[config.mk]
export PLATFORM = sky130hd
export DESIGN_NAME = adt_top
export DESIGN_NICKNAME = d
export VERILOG_FILES = /design/src/adt_pkg.sv /design/src/adt_top.sv /design/src/adt_filter.sv
export SDC_FILE = /design/constraint.sdc
export NUM_CORES = 1
export LEC_CHECK = 0
export BUFFER_PORTS_ARGS = -buffer_cell sky130_fd_sc_hd__buf_2
export CAP_MARGIN = 20
export CORE_ASPECT_RATIO = 1.75
export CORE_MARGIN = 3
export CORE_UTILIZATION = 50
export CTS_BUF_LIST = sky130_fd_sc_hd__clkbuf_4 sky130_fd_sc_hd__clkbuf_8 sky130_fd_sc_hd__clkbuf_16
export CTS_CLUSTER_SIZE = 8
export DETAILED_ROUTE_END_ITERATION = 12
export HOLD_SLACK_MARGIN = 0.05
export PLACE_DENSITY = 0.69
export SYNTH_ARGS = -nofsm -noshare
export SYNTH_HDL_FRONTEND = slang
export SYNTH_SLANG_ARGS = --single-unit
[constraint.sdc]
create_clock -name core_clk -period 7.8 [get_ports core_clk]
set_clock_uncertainty 0.15 [all_clocks]
set_input_delay 0.78 -clock core_clk [delete_from_list [all_inputs] [get_ports core_clk]]
set_output_delay 0.78 -clock core_clk [all_outputs]
set_load 0.01 [all_outputs]
[src/adt_pkg.sv]
// shared timing constants for the attach detect timing block
package adt_pkg;
  // core clock and internal oscillator
  localparam int CORE_CLK_HZ      = 100_000_000;
  localparam int OSC_HZ           = 100_000;
  localparam int OSC_DIV          = CORE_CLK_HZ / OSC_HZ;   // 1000 cycles
  // millisecond timers counted in oscillator ticks (10 us each)
  localparam int TICK_US          = 10;
  localparam int VDD_RISE_US      = 8500;
  localparam int VDD_FALL_US      = 2500;
  localparam int VBUS_DGT_US      = 4500;
  localparam int ID_FLOAT_US      = 20000;
  localparam int ID_SHORT_US      = 20000;
  localparam int KEY_DBNC_US      = 20000;
  localparam int IOS_RISE_US      = 875;
  localparam int IOS_FALL_US      = 125;
  localparam int I2C_RST_US       = 13500;
  localparam int OVG_FALL_US      = 25;
  localparam int STANDBY_POLL_US  = 50000;
  localparam int ID_DELAY_STEP_US = 100000;
  localparam int VDD_RISE_TK      = VDD_RISE_US / TICK_US;
  localparam int VDD_FALL_TK      = VDD_FALL_US / TICK_US;
  localparam int VBUS_DGT_TK      = VBUS_DGT_US / TICK_US;
  localparam int ID_FLOAT_TK      = ID_FLOAT_US / TICK_US;
  localparam int ID_SHORT_TK      = ID_SHORT_US / TICK_US;
  localparam int KEY_DBNC_TK      = KEY_DBNC_US / TICK_US;
  localparam int IOS_RISE_TK      = (IOS_RISE_US + TICK_US - 1) / TICK_US;
  localparam int IOS_FALL_TK      = (IOS_FALL_US + TICK_US - 1) / TICK_US;
  localparam int I2C_RST_TK       = I2C_RST_US / TICK_US;
  localparam int STANDBY_POLL_TK  = STANDBY_POLL_US / TICK_US;
  localparam int ID_DELAY_STEP_TK = ID_DELAY_STEP_US / TICK_US;
  // overvoltage release is short, counted in core cycles
  localparam int OVG_FALL_CYC     = OVG_FALL_US * (CORE_CLK_HZ / 1_000_000);
  // i2c input glitch filter, 55 to 300 ns; 100 ns sits inside that band
  localparam int I2C_DGT_NS       = 100;
  localparam int I2C_DGT_CYC      = I2C_DGT_NS / 10;
  // id delay code default after any reset
  localparam logic [3:0] ID_DELAY_RST = 4'h4;
  localparam int TMR_W            = 20;
endpackage

[src/adt_top.sv]
// attach detect timing: supply, bus power, id and reset filtering
// Notes on behaviour
// - main supply good after 8.5 ms high
// - main supply loss after 2.5 ms low
// - bus power filtered 4.5 ms both ways
// - id delay 100 ms per code step
// - id float change needs 20 ms
// - short test: source on 20 ms, judge
// - key comparator debounced 20 ms
// - io supply: 875 us rise, 125 us fall
// - both i2c lines low 13.5 ms resets
// - overvoltage filtered only on release
// - internal 100 kHz timing oscillator
// - i2c inputs reject short glitches
// - discharge on whenever power switch off
// - io supply falling edge resets device
// - standby polls id every 50 ms
`timescale 1ns/1ps
module adt_top
  import adt_pkg::*;
#(
  parameter int OSC_DIV_P = OSC_DIV,
  parameter int STEP_TK   = ID_DELAY_STEP_TK
) (
  input  wire logic       core_clk,
  input  wire logic       rst,
  input  wire logic       main_supply_raw,
  input  wire logic       bus_power_raw,
  input  wire logic       io_supply_input,
  input  wire logic       accessory_id_pin_float,
  input  wire logic       id_short_cmp,
  input  wire logic       key_cmp,
  input  wire logic       overvoltage_raw,
  input  wire logic       i2c_scl_in,
  input  wire logic       i2c_sda_in,
  input  wire logic       power_switch_on,
  input  wire logic       id_delay_load,
  input  wire logic [3:0] id_delay_code_in,
  output logic            main_supply_good,
  output logic            bus_power_present,
  output logic            io_supply_good,
  output logic            id_float,
  output logic            key_pressed,
  output logic            overvoltage_guard,
  output logic            id_detect_start,
  output logic            id_short_src_en,
  output logic            id_shorted,
  output logic            id_short_done,
  output logic            standby_poll,
  output logic            attach_active,
  output logic            discharge_on,
  output logic            scl_filt,
  output logic            sda_filt,
  output logic            device_reset,
  output logic [3:0]      id_delay_code
);
  ////////////////////////////////////////////////////////////////////////
  // internal oscillator tick
  logic [TMR_W-1:0] osc_ff;
  wire  logic       tick = osc_ff == TMR_W'(OSC_DIV_P - 1);

  // free running divider standing in for the oscillator
  always_ff @(posedge core_clk or posedge rst) begin
    if (rst) osc_ff <= '0;
    else     osc_ff <= tick ? '0 : osc_ff + 1'b1;
  end

  ////////////////////////////////////////////////////////////////////////
  // slow filters on oscillator ticks
  logic vdd_f, vbus_f, ios_f, idf_f, key_f, scl_g, sda_g;

  adt_filter u_vdd (.core_clk(core_clk), .rst(rst), .step(tick),
    .raw(main_supply_raw), .rise_len(TMR_W'(VDD_RISE_TK)),
    .fall_len(TMR_W'(VDD_FALL_TK)), .filt(vdd_f));
  adt_filter u_vbus (.core_clk(core_clk), .rst(rst), .step(tick),
    .raw(bus_power_raw), .rise_len(TMR_W'(VBUS_DGT_TK)),
    .fall_len(TMR_W'(VBUS_DGT_TK)), .filt(vbus_f));
  adt_filter #(.RST_VAL(1'b1)) u_ios (.core_clk(core_clk), .rst(rst),
    .step(tick), .raw(io_supply_input),
    .rise_len(TMR_W'(IOS_RISE_TK)),
    .fall_len(TMR_W'(IOS_FALL_TK)), .filt(ios_f));
  adt_filter #(.RST_VAL(1'b1)) u_idf (.core_clk(core_clk), .rst(rst),
    .step(tick), .raw(accessory_id_pin_float),
    .rise_len(TMR_W'(ID_FLOAT_TK)),
    .fall_len(TMR_W'(ID_FLOAT_TK)), .filt(idf_f));
  adt_filter u_key (.core_clk(core_clk), .rst(rst), .step(tick),
    .raw(key_cmp), .rise_len(TMR_W'(KEY_DBNC_TK)),
    .fall_len(TMR_W'(KEY_DBNC_TK)), .filt(key_f));

  ////////////////////////////////////////////////////////////////////////
  // fast filters on core cycles
  logic ovg_rel;
  adt_filter #(.RST_VAL(1'b1)) u_scl (.core_clk(core_clk), .rst(rst),
    .step(1'b1), .raw(i2c_scl_in), .rise_len(TMR_W'(I2C_DGT_CYC)),
    .fall_len(TMR_W'(I2C_DGT_CYC)), .filt(scl_g));
  adt_filter #(.RST_VAL(1'b1)) u_sda (.core_clk(core_clk), .rst(rst),
    .step(1'b1), .raw(i2c_sda_in), .rise_len(TMR_W'(I2C_DGT_CYC)),
    .fall_len(TMR_W'(I2C_DGT_CYC)), .filt(sda_g));
  // rise length 1 lets the filter pass; the trip itself bypasses it
  adt_filter u_ovg (.core_clk(core_clk), .rst(rst), .step(1'b1),
    .raw(overvoltage_raw), .rise_len(TMR_W'(1)),
    .fall_len(TMR_W'(OVG_FALL_CYC)), .filt(ovg_rel));
  assign overvoltage_guard = overvoltage_raw | ovg_rel;

  ////////////////////////////////////////////////////////////////////////
  // reset sources: io supply fall and i2c held low
  logic             ios_d_ff;
  logic [TMR_W-1:0] i2c_low_ff;
  logic             i2c_rst_ff;
  logic             ios_rst_ff;
  wire  logic       both_low = !scl_g && !sda_g;
  wire  logic       i2c_hit  = both_low && tick &&
                               (i2c_low_ff + 1'b1 >= TMR_W'(I2C_RST_TK));
  // the 125 us fall filter already rejects pulses the host must not rely on
  wire  logic       ios_fall = ios_d_ff && !ios_f;

  // held-low counter; any high on either line restarts it
  always_ff @(posedge core_clk or posedge rst) begin
    if (rst) begin
      i2c_low_ff <= '0;
      i2c_rst_ff <= 1'b0;
      ios_d_ff   <= 1'b1;
      ios_rst_ff <= 1'b0;
    end else begin
      if (!both_low || i2c_hit) i2c_low_ff <= '0;
      else if (tick)            i2c_low_ff <= i2c_low_ff + 1'b1;
      i2c_rst_ff <= i2c_hit;
      ios_d_ff   <= ios_f;
      ios_rst_ff <= ios_fall;
    end
  end

  wire logic soft_rst = i2c_rst_ff | ios_rst_ff;
  assign device_reset = soft_rst;

  ////////////////////////////////////////////////////////////////////////
  // id delay code, reloaded to default by every reset
  logic [3:0] code_ff;
  always_ff @(posedge core_clk or posedge rst) begin
    if (rst)                code_ff <= ID_DELAY_RST;
    else if (soft_rst)      code_ff <= ID_DELAY_RST;
    else if (id_delay_load) code_ff <= id_delay_code_in;
  end
  assign id_delay_code = code_ff;

  ////////////////////////////////////////////////////////////////////////
  // detection sequencer
  typedef enum logic [4:0] {
    ST_IDLE  = 5'h01,
    ST_DELAY = 5'h02,
    ST_SHORT = 5'h04,
    ST_STBY  = 5'h08,
    ST_ACT   = 5'h10
  } adt_state_e;

  adt_state_e       st_ff, nxt_st;
  logic [TMR_W-1:0] tmr_ff, nxt_tmr;
  logic [4:0]       step_ff, nxt_step;
  logic             vbus_d_ff, short_ff, nxt_short;
  logic             start_ff, nxt_start, done_ff, nxt_done;
  logic             poll_ff, nxt_poll;
  wire  logic       vbus_rise = vbus_f && !vbus_d_ff;
  wire  logic [4:0] steps     = {1'b0, code_ff} + 5'h01;   // code 0 is 100 ms

  // one timer shared; a new bus arrival restarts the delay
  always_comb begin
    nxt_st    = st_ff;
    nxt_tmr   = tmr_ff;
    nxt_step  = step_ff;
    nxt_short = short_ff;
    nxt_start = 1'b0;
    nxt_done  = 1'b0;
    nxt_poll  = 1'b0;
    if (vbus_rise) begin
      nxt_st   = ST_DELAY;
      nxt_tmr  = '0;
      nxt_step = '0;
    end else begin
      case (st_ff)
        ST_IDLE: begin
          if (vdd_f) begin
            nxt_st  = ST_STBY;
            nxt_tmr = '0;
          end
        end
        ST_DELAY: begin
          if (tick) begin
            if (tmr_ff + 1'b1 >= TMR_W'(STEP_TK)) begin
              nxt_tmr  = '0;
              nxt_step = step_ff + 1'b1;
              if (step_ff + 1'b1 >= steps) begin
                nxt_st    = ST_SHORT;
                nxt_start = 1'b1;
              end
            end else begin
              nxt_tmr = tmr_ff + 1'b1;
            end
          end
        end
        ST_SHORT: begin
          if (tick) begin
            if (tmr_ff + 1'b1 >= TMR_W'(ID_SHORT_TK)) begin
              nxt_short = id_short_cmp;
              nxt_done  = 1'b1;
              nxt_tmr   = '0;
              nxt_st    = ST_ACT;
            end else begin
              nxt_tmr = tmr_ff + 1'b1;
            end
          end
        end
        ST_STBY: begin
          if (!vdd_f) begin
            nxt_st = ST_IDLE;
          end else if (tick) begin
            if (tmr_ff + 1'b1 >= TMR_W'(STANDBY_POLL_TK)) begin
              nxt_tmr  = '0;
              nxt_poll = 1'b1;
              if (!idf_f) begin
                nxt_st    = ST_SHORT;
                nxt_start = 1'b1;
              end
            end else begin
              nxt_tmr = tmr_ff + 1'b1;
            end
          end
        end
        ST_ACT: begin
          if (idf_f && !vbus_f) begin
            nxt_st  = vdd_f ? ST_STBY : ST_IDLE;
            nxt_tmr = '0;
          end
        end
        default: nxt_st = ST_IDLE;
      endcase
    end
  end

  always_ff @(posedge core_clk or posedge rst) begin
    if (rst) begin
      st_ff     <= ST_IDLE;
      tmr_ff    <= '0;
      step_ff   <= '0;
      short_ff  <= 1'b0;
      start_ff  <= 1'b0;
      done_ff   <= 1'b0;
      poll_ff   <= 1'b0;
      vbus_d_ff <= 1'b0;
    end else if (soft_rst) begin
      st_ff     <= ST_IDLE;
      tmr_ff    <= '0;
      step_ff   <= '0;
      short_ff  <= 1'b0;
      start_ff  <= 1'b0;
      done_ff   <= 1'b0;
      poll_ff   <= 1'b0;
      vbus_d_ff <= vbus_f;
    end else begin
      st_ff     <= nxt_st;
      tmr_ff    <= nxt_tmr;
      step_ff   <= nxt_step;
      short_ff  <= nxt_short;
      start_ff  <= nxt_start;
      done_ff   <= nxt_done;
      poll_ff   <= nxt_poll;
      vbus_d_ff <= vbus_f;
    end
  end

  ////////////////////////////////////////////////////////////////////////
  // outputs
  assign main_supply_good  = vdd_f;
  assign bus_power_present = vbus_f;
  assign io_supply_good    = ios_f;
  assign id_float          = idf_f;
  assign key_pressed       = key_f;
  assign scl_filt          = scl_g;
  assign sda_filt          = sda_g;
  assign id_detect_start   = start_ff;
  assign id_short_src_en   = st_ff == ST_SHORT;
  assign id_shorted        = short_ff;
  assign id_short_done     = done_ff;
  assign standby_poll      = poll_ff;
  assign attach_active     = st_ff == ST_ACT;
  assign discharge_on      = !power_switch_on;
endmodule

[src/adt_filter.sv]
// one two-sided deglitch filter with separate rise and fall times
`timescale 1ns/1ps
module adt_filter
  import adt_pkg::*;
#(
  parameter int W        = TMR_W,
  parameter logic RST_VAL = 1'b0
) (
  input  wire logic         core_clk,
  input  wire logic         rst,
  input  wire logic         step,
  input  wire logic         raw,
  input  wire logic [W-1:0] rise_len,
  input  wire logic [W-1:0] fall_len,
  output logic              filt
);
  logic         filt_ff;
  logic [W-1:0] cnt_ff;
  logic [W-1:0] nxt_cnt;
  logic         nxt_filt;
  wire  logic         differ = raw != filt_ff;
  wire  logic [W-1:0] lim    = raw ? rise_len : fall_len;

  // restart the count whenever the input returns to the filtered level
  always_comb begin
    nxt_cnt  = cnt_ff;
    nxt_filt = filt_ff;
    if (!differ) begin
      nxt_cnt = '0;
    end else if (step) begin
      if (cnt_ff + 1'b1 >= lim) begin
        nxt_filt = raw;
        nxt_cnt  = '0;
      end else begin
        nxt_cnt = cnt_ff + 1'b1;
      end
    end
  end

  always_ff @(posedge core_clk or posedge rst) begin
    if (rst) begin
      cnt_ff  <= '0;
      filt_ff <= RST_VAL;
    end else begin
      cnt_ff  <= nxt_cnt;
      filt_ff <= nxt_filt;
    end
  end

  assign filt = filt_ff;
endmodule

==> results by group <==
CTS
  • Worst-path clk slew: 50 ps
  • Post-CTS Setup Inserts: 0
  • Clk_lat worst skew: 520 ps
  • Clock Sinks: 250
  • TritonCTS buffer count: 37
  • TritonCTS clock tree: built
  • H-tree levels: 2
  • CTS Root Cell: clkbuf_16
  • Post-CTS sizing: 0
  • CTS Hold Bufs: 0
  • Clock Tree Buf Depth: 3

Drt
  • DRC: 0
  • Vias: around 11k
  • DR vias/cell: 5.81
  • Drt wl/cell: ~16 um
  • Final WL: 31100 um
  • Post-DRT Antenna Nets: 0
  • DRT iter0 DRCs: around 590
  • Drt pass-1 iters: 5

Power and ir drop
  • Pleak: 7.06 nW
  • Pwr/cell area: roughly 190 nW/um2
  • Peak VDD IR: 0.245 mV

STA
  • Rel. slew slack: 36.4%
  • Final Hold Viols: 0
  • Fmax: 0.232 GHz
  • Hold Slack: between 200 and 300 ps
  • Fin crit share: 55.3%
  • Slew Limit Fails: 0
  • Slew @ Worst Pin: ~950 ps
  • Final setup violation count: 0
  • Clock period minus final worst setup slack: around 4300 ps
  • Unrepaired setup endpoints after global routing: false
  • Setup TNS Final: 0 ps

Worst hold path
  • Worst Hold Class: in2async

Final layout
  • Area grow syn2layout: 13.0%
  • Layout Nets: roughly 1.6k
  • Layout cells sized above 1: 9.94%

Setup path
  • R2r endpoint: i2c_low_ff[7]
  • Setup Crit Path Kind: reg2reg
  • R2r worst-path depth: 7
  • WP data arrival: ~4600 ps
  • Worst Path Required: between 8000 and 9000 ps
  • R2r startpoint: osc_ff[4]
  • CP max FO: 20
  • Crit path launch type: flop
  • Crit path capture type: flop
  • Crit path from: osc_ff[4]
  • Reg2reg setup slack: 3480 ps

Synth
  • Main synth FF type: dfrtp_1
  • Share of the yosys chip area belonging to registers: 44.9%
  • Netlist cell types: 83
  • Async SR Flop Fraction: 100%
  • Post-synth EDFFs: 0
  • Mean Syn Cell Area: between 9 and 10 um2
  • Synth Register Bits: 250
  • Yosys synthesis warning count: 0
  • Mapped cell area: 14000 um2
  • Post-synthesis cell count: about 1.5k

GRT
  • Initial antenna violation count: 0
  • GRT overflow: 0
  • Largest net degree at the start of global routing: about 130
  • Number of global-route vias before repair: 11.2k
  • First-pass GRT wire length: 52400 um
  • Gr usage total: between 20% and 30%

Flow run
  • Max Cap Viol: 0

Place
  • Post-DP HPWL: 21900 um
  • PortBufs: 36
  • RD Place Congestion: 0.906

Die
  • Initial Util: 50.9%
  • Core Rows: 80
  • Core area: 27400 um2
  • Width of the chip: 132 um
  • Ports: 37
  • Die Footprint: 30000 um2
  • Die height: between 200 and 250 um

Status
  • Status: finished, final reports clean
## layout make-up
class,count,area (um2)
clock inverters,2,17.5
fillers,2476,11700
multi-input cells,1191,7420
flip-flops and latches,250,6260
repair buffers,41,234
diodes,1,2.50
well taps,369,462
clock buffers,65,1170
inverters,50,195
## logic make-up (layout without fill, tap and decap cells)
kind of cell | after synthesis | count (layout) | synth area share, %
buf+inv | 110 | 158 | 3.06
fa+ha+maj | 41 | 41 | 3.68
other cells | 1 | 41 | 0.0269
mux | 26 | 26 | 1.97
compound gates | 304 | 304 | 14.5
xor+xnor | 98 | 98 | 6.15
flops | 250 | 250 | 44.9
simple gates | 682 | 682 | 25.8
## sequential cells by signal, summed over array words and instances (netlist names), 4 cells and up
name,count
u_key.cnt_ff,20
i2c_low_ff,20
u_vdd.cnt_ff,20
u_ios.cnt_ff,20
tmr_ff,20
u_vbus.cnt_ff,20
u_sda.cnt_ff,20
u_idf.cnt_ff,20
osc_ff,20
u_scl.cnt_ff,20
step_ff,5
u_ovg.cnt_ff,20
id_delay_code,4
st_ff,5
## where the power goes
| group | switching (mW) | internal [mW] | leakage [nW] |
|---|---|---|---|
| clock network | 0.562 | 1.02 | 0.609 |
| logic | 0.0716 | 0.0331 | 3.09 |
| registers | 0.0156 | 1.32 | 3.35 |
| total | 0.649 | 2.37 | 7.06 |
## critical path, cell delays in order, from the launching register on
cell      delay [ps]
dfrtp_1          430
or4_1            530
or4b_4           560
or4_1            950
nor3_1           420
nand4_1          550
or3_1            530
o211ai_1         100
## routing by layer
metal | up-vias | global-route usage (%) | wire length [um] | part of all wire (%)
li1 | 5583 | - | - | -
met1 | 5539 | 22.9 | 12400 | 40
met2 | 235 | 39.5 | 16600 | 53
met3 | 76 | 3.23 | 1130 | 3.6
met4 | 0 | 8.52 | 988 | 3.2
met5 | - | 0 | 0 | 0
## cell usage in the layout, fill, tap and decap left out, types with 36 or more instances in the layout
cell type  synthesis  routed
nor3_1            54      54
o21ai_0           90      90
buf_2              4      36
and2_1            40      40
nand4_1           39      39
nor2_1           117     117
dfrtp_1          243     243
and3_1            72      72
nand3_1           86      86
inv_1             50      49
xor2_1            45      45
nand2_1          130     130
xnor2_1           53      53
clkbuf_16          0      39
a21oi_1           52      52
ha_1              41      41
conb_1             1      40
## worst max-delay path by stage
stage / to / slack [ps] / cells past startpoint
3_5_place_dp: i2c_low_ff[10] / 3510 / 7
2_1_floorplan: i2c_low_ff[0] / 10 / 1
5_1_grt: i2c_low_ff[7] / 3250 / 7
6_report: i2c_low_ff[7] / 3480 / 7
3_3_place_gp: i2c_low_ff[10] / 3650 / 7
4_1_cts: i2c_low_ff[7] / 3500 / 7
## cell usage after synthesis (10+ instances only)
master | number | share of area (%)
a211oi_1 | 12 | 0.65
a21o_1 | 18 | 0.97
a21oi_1 | 52 | 1.9
a31oi_1 | 17 | 0.76
and2_1 | 40 | 1.8
and3_1 | 72 | 3.2
and4_1 | 12 | 0.75
clkbuf_1 | 52 | 1.4
dfrtp_1 | 243 | 44
ha_1 | 41 | 3.7
inv_1 | 50 | 1.3
mux2_2 | 12 | 0.97
mux2i_1 | 14 | 1.0
nand2_1 | 130 | 3.5
nand2b_1 | 21 | 0.94
nand3_1 | 86 | 3.1
nand4_1 | 39 | 1.7
nor2_1 | 117 | 3.1
nor2b_1 | 14 | 0.63
nor3_1 | 54 | 1.9
nor3b_1 | 11 | 0.59
nor4_1 | 27 | 1.2
o211ai_1 | 10 | 0.54
o21ai_0 | 90 | 3.2
o22ai_1 | 14 | 0.63
o31ai_1 | 22 | 1.2
or2_2 | 11 | 0.49
or3_1 | 18 | 0.81
xnor2_1 | 53 | 3.3
xor2_1 | 45 | 2.8
## metrics by stage
stage | worst slack [ps] | power [mW] | utilization [%] | area, um2 | std cells
after global placement | 3650 | 1.46 | 53.1 | 14600 | 1900
after global routing | 3250 | 3.14 | 57.5 | 15800 | 1968
after detailed placement | 3510 | 1.46 | 53.1 | 14600 | 1900
after floorplan | 9.96 | 1.42 | - | 14100 | 1551
final | 3480 | 3.02 | 57.5 | 15800 | 1969
after CTS | 3500 | 3.07 | 57.4 | 15800 | 1967
Power figures use the tool's default switching activity.
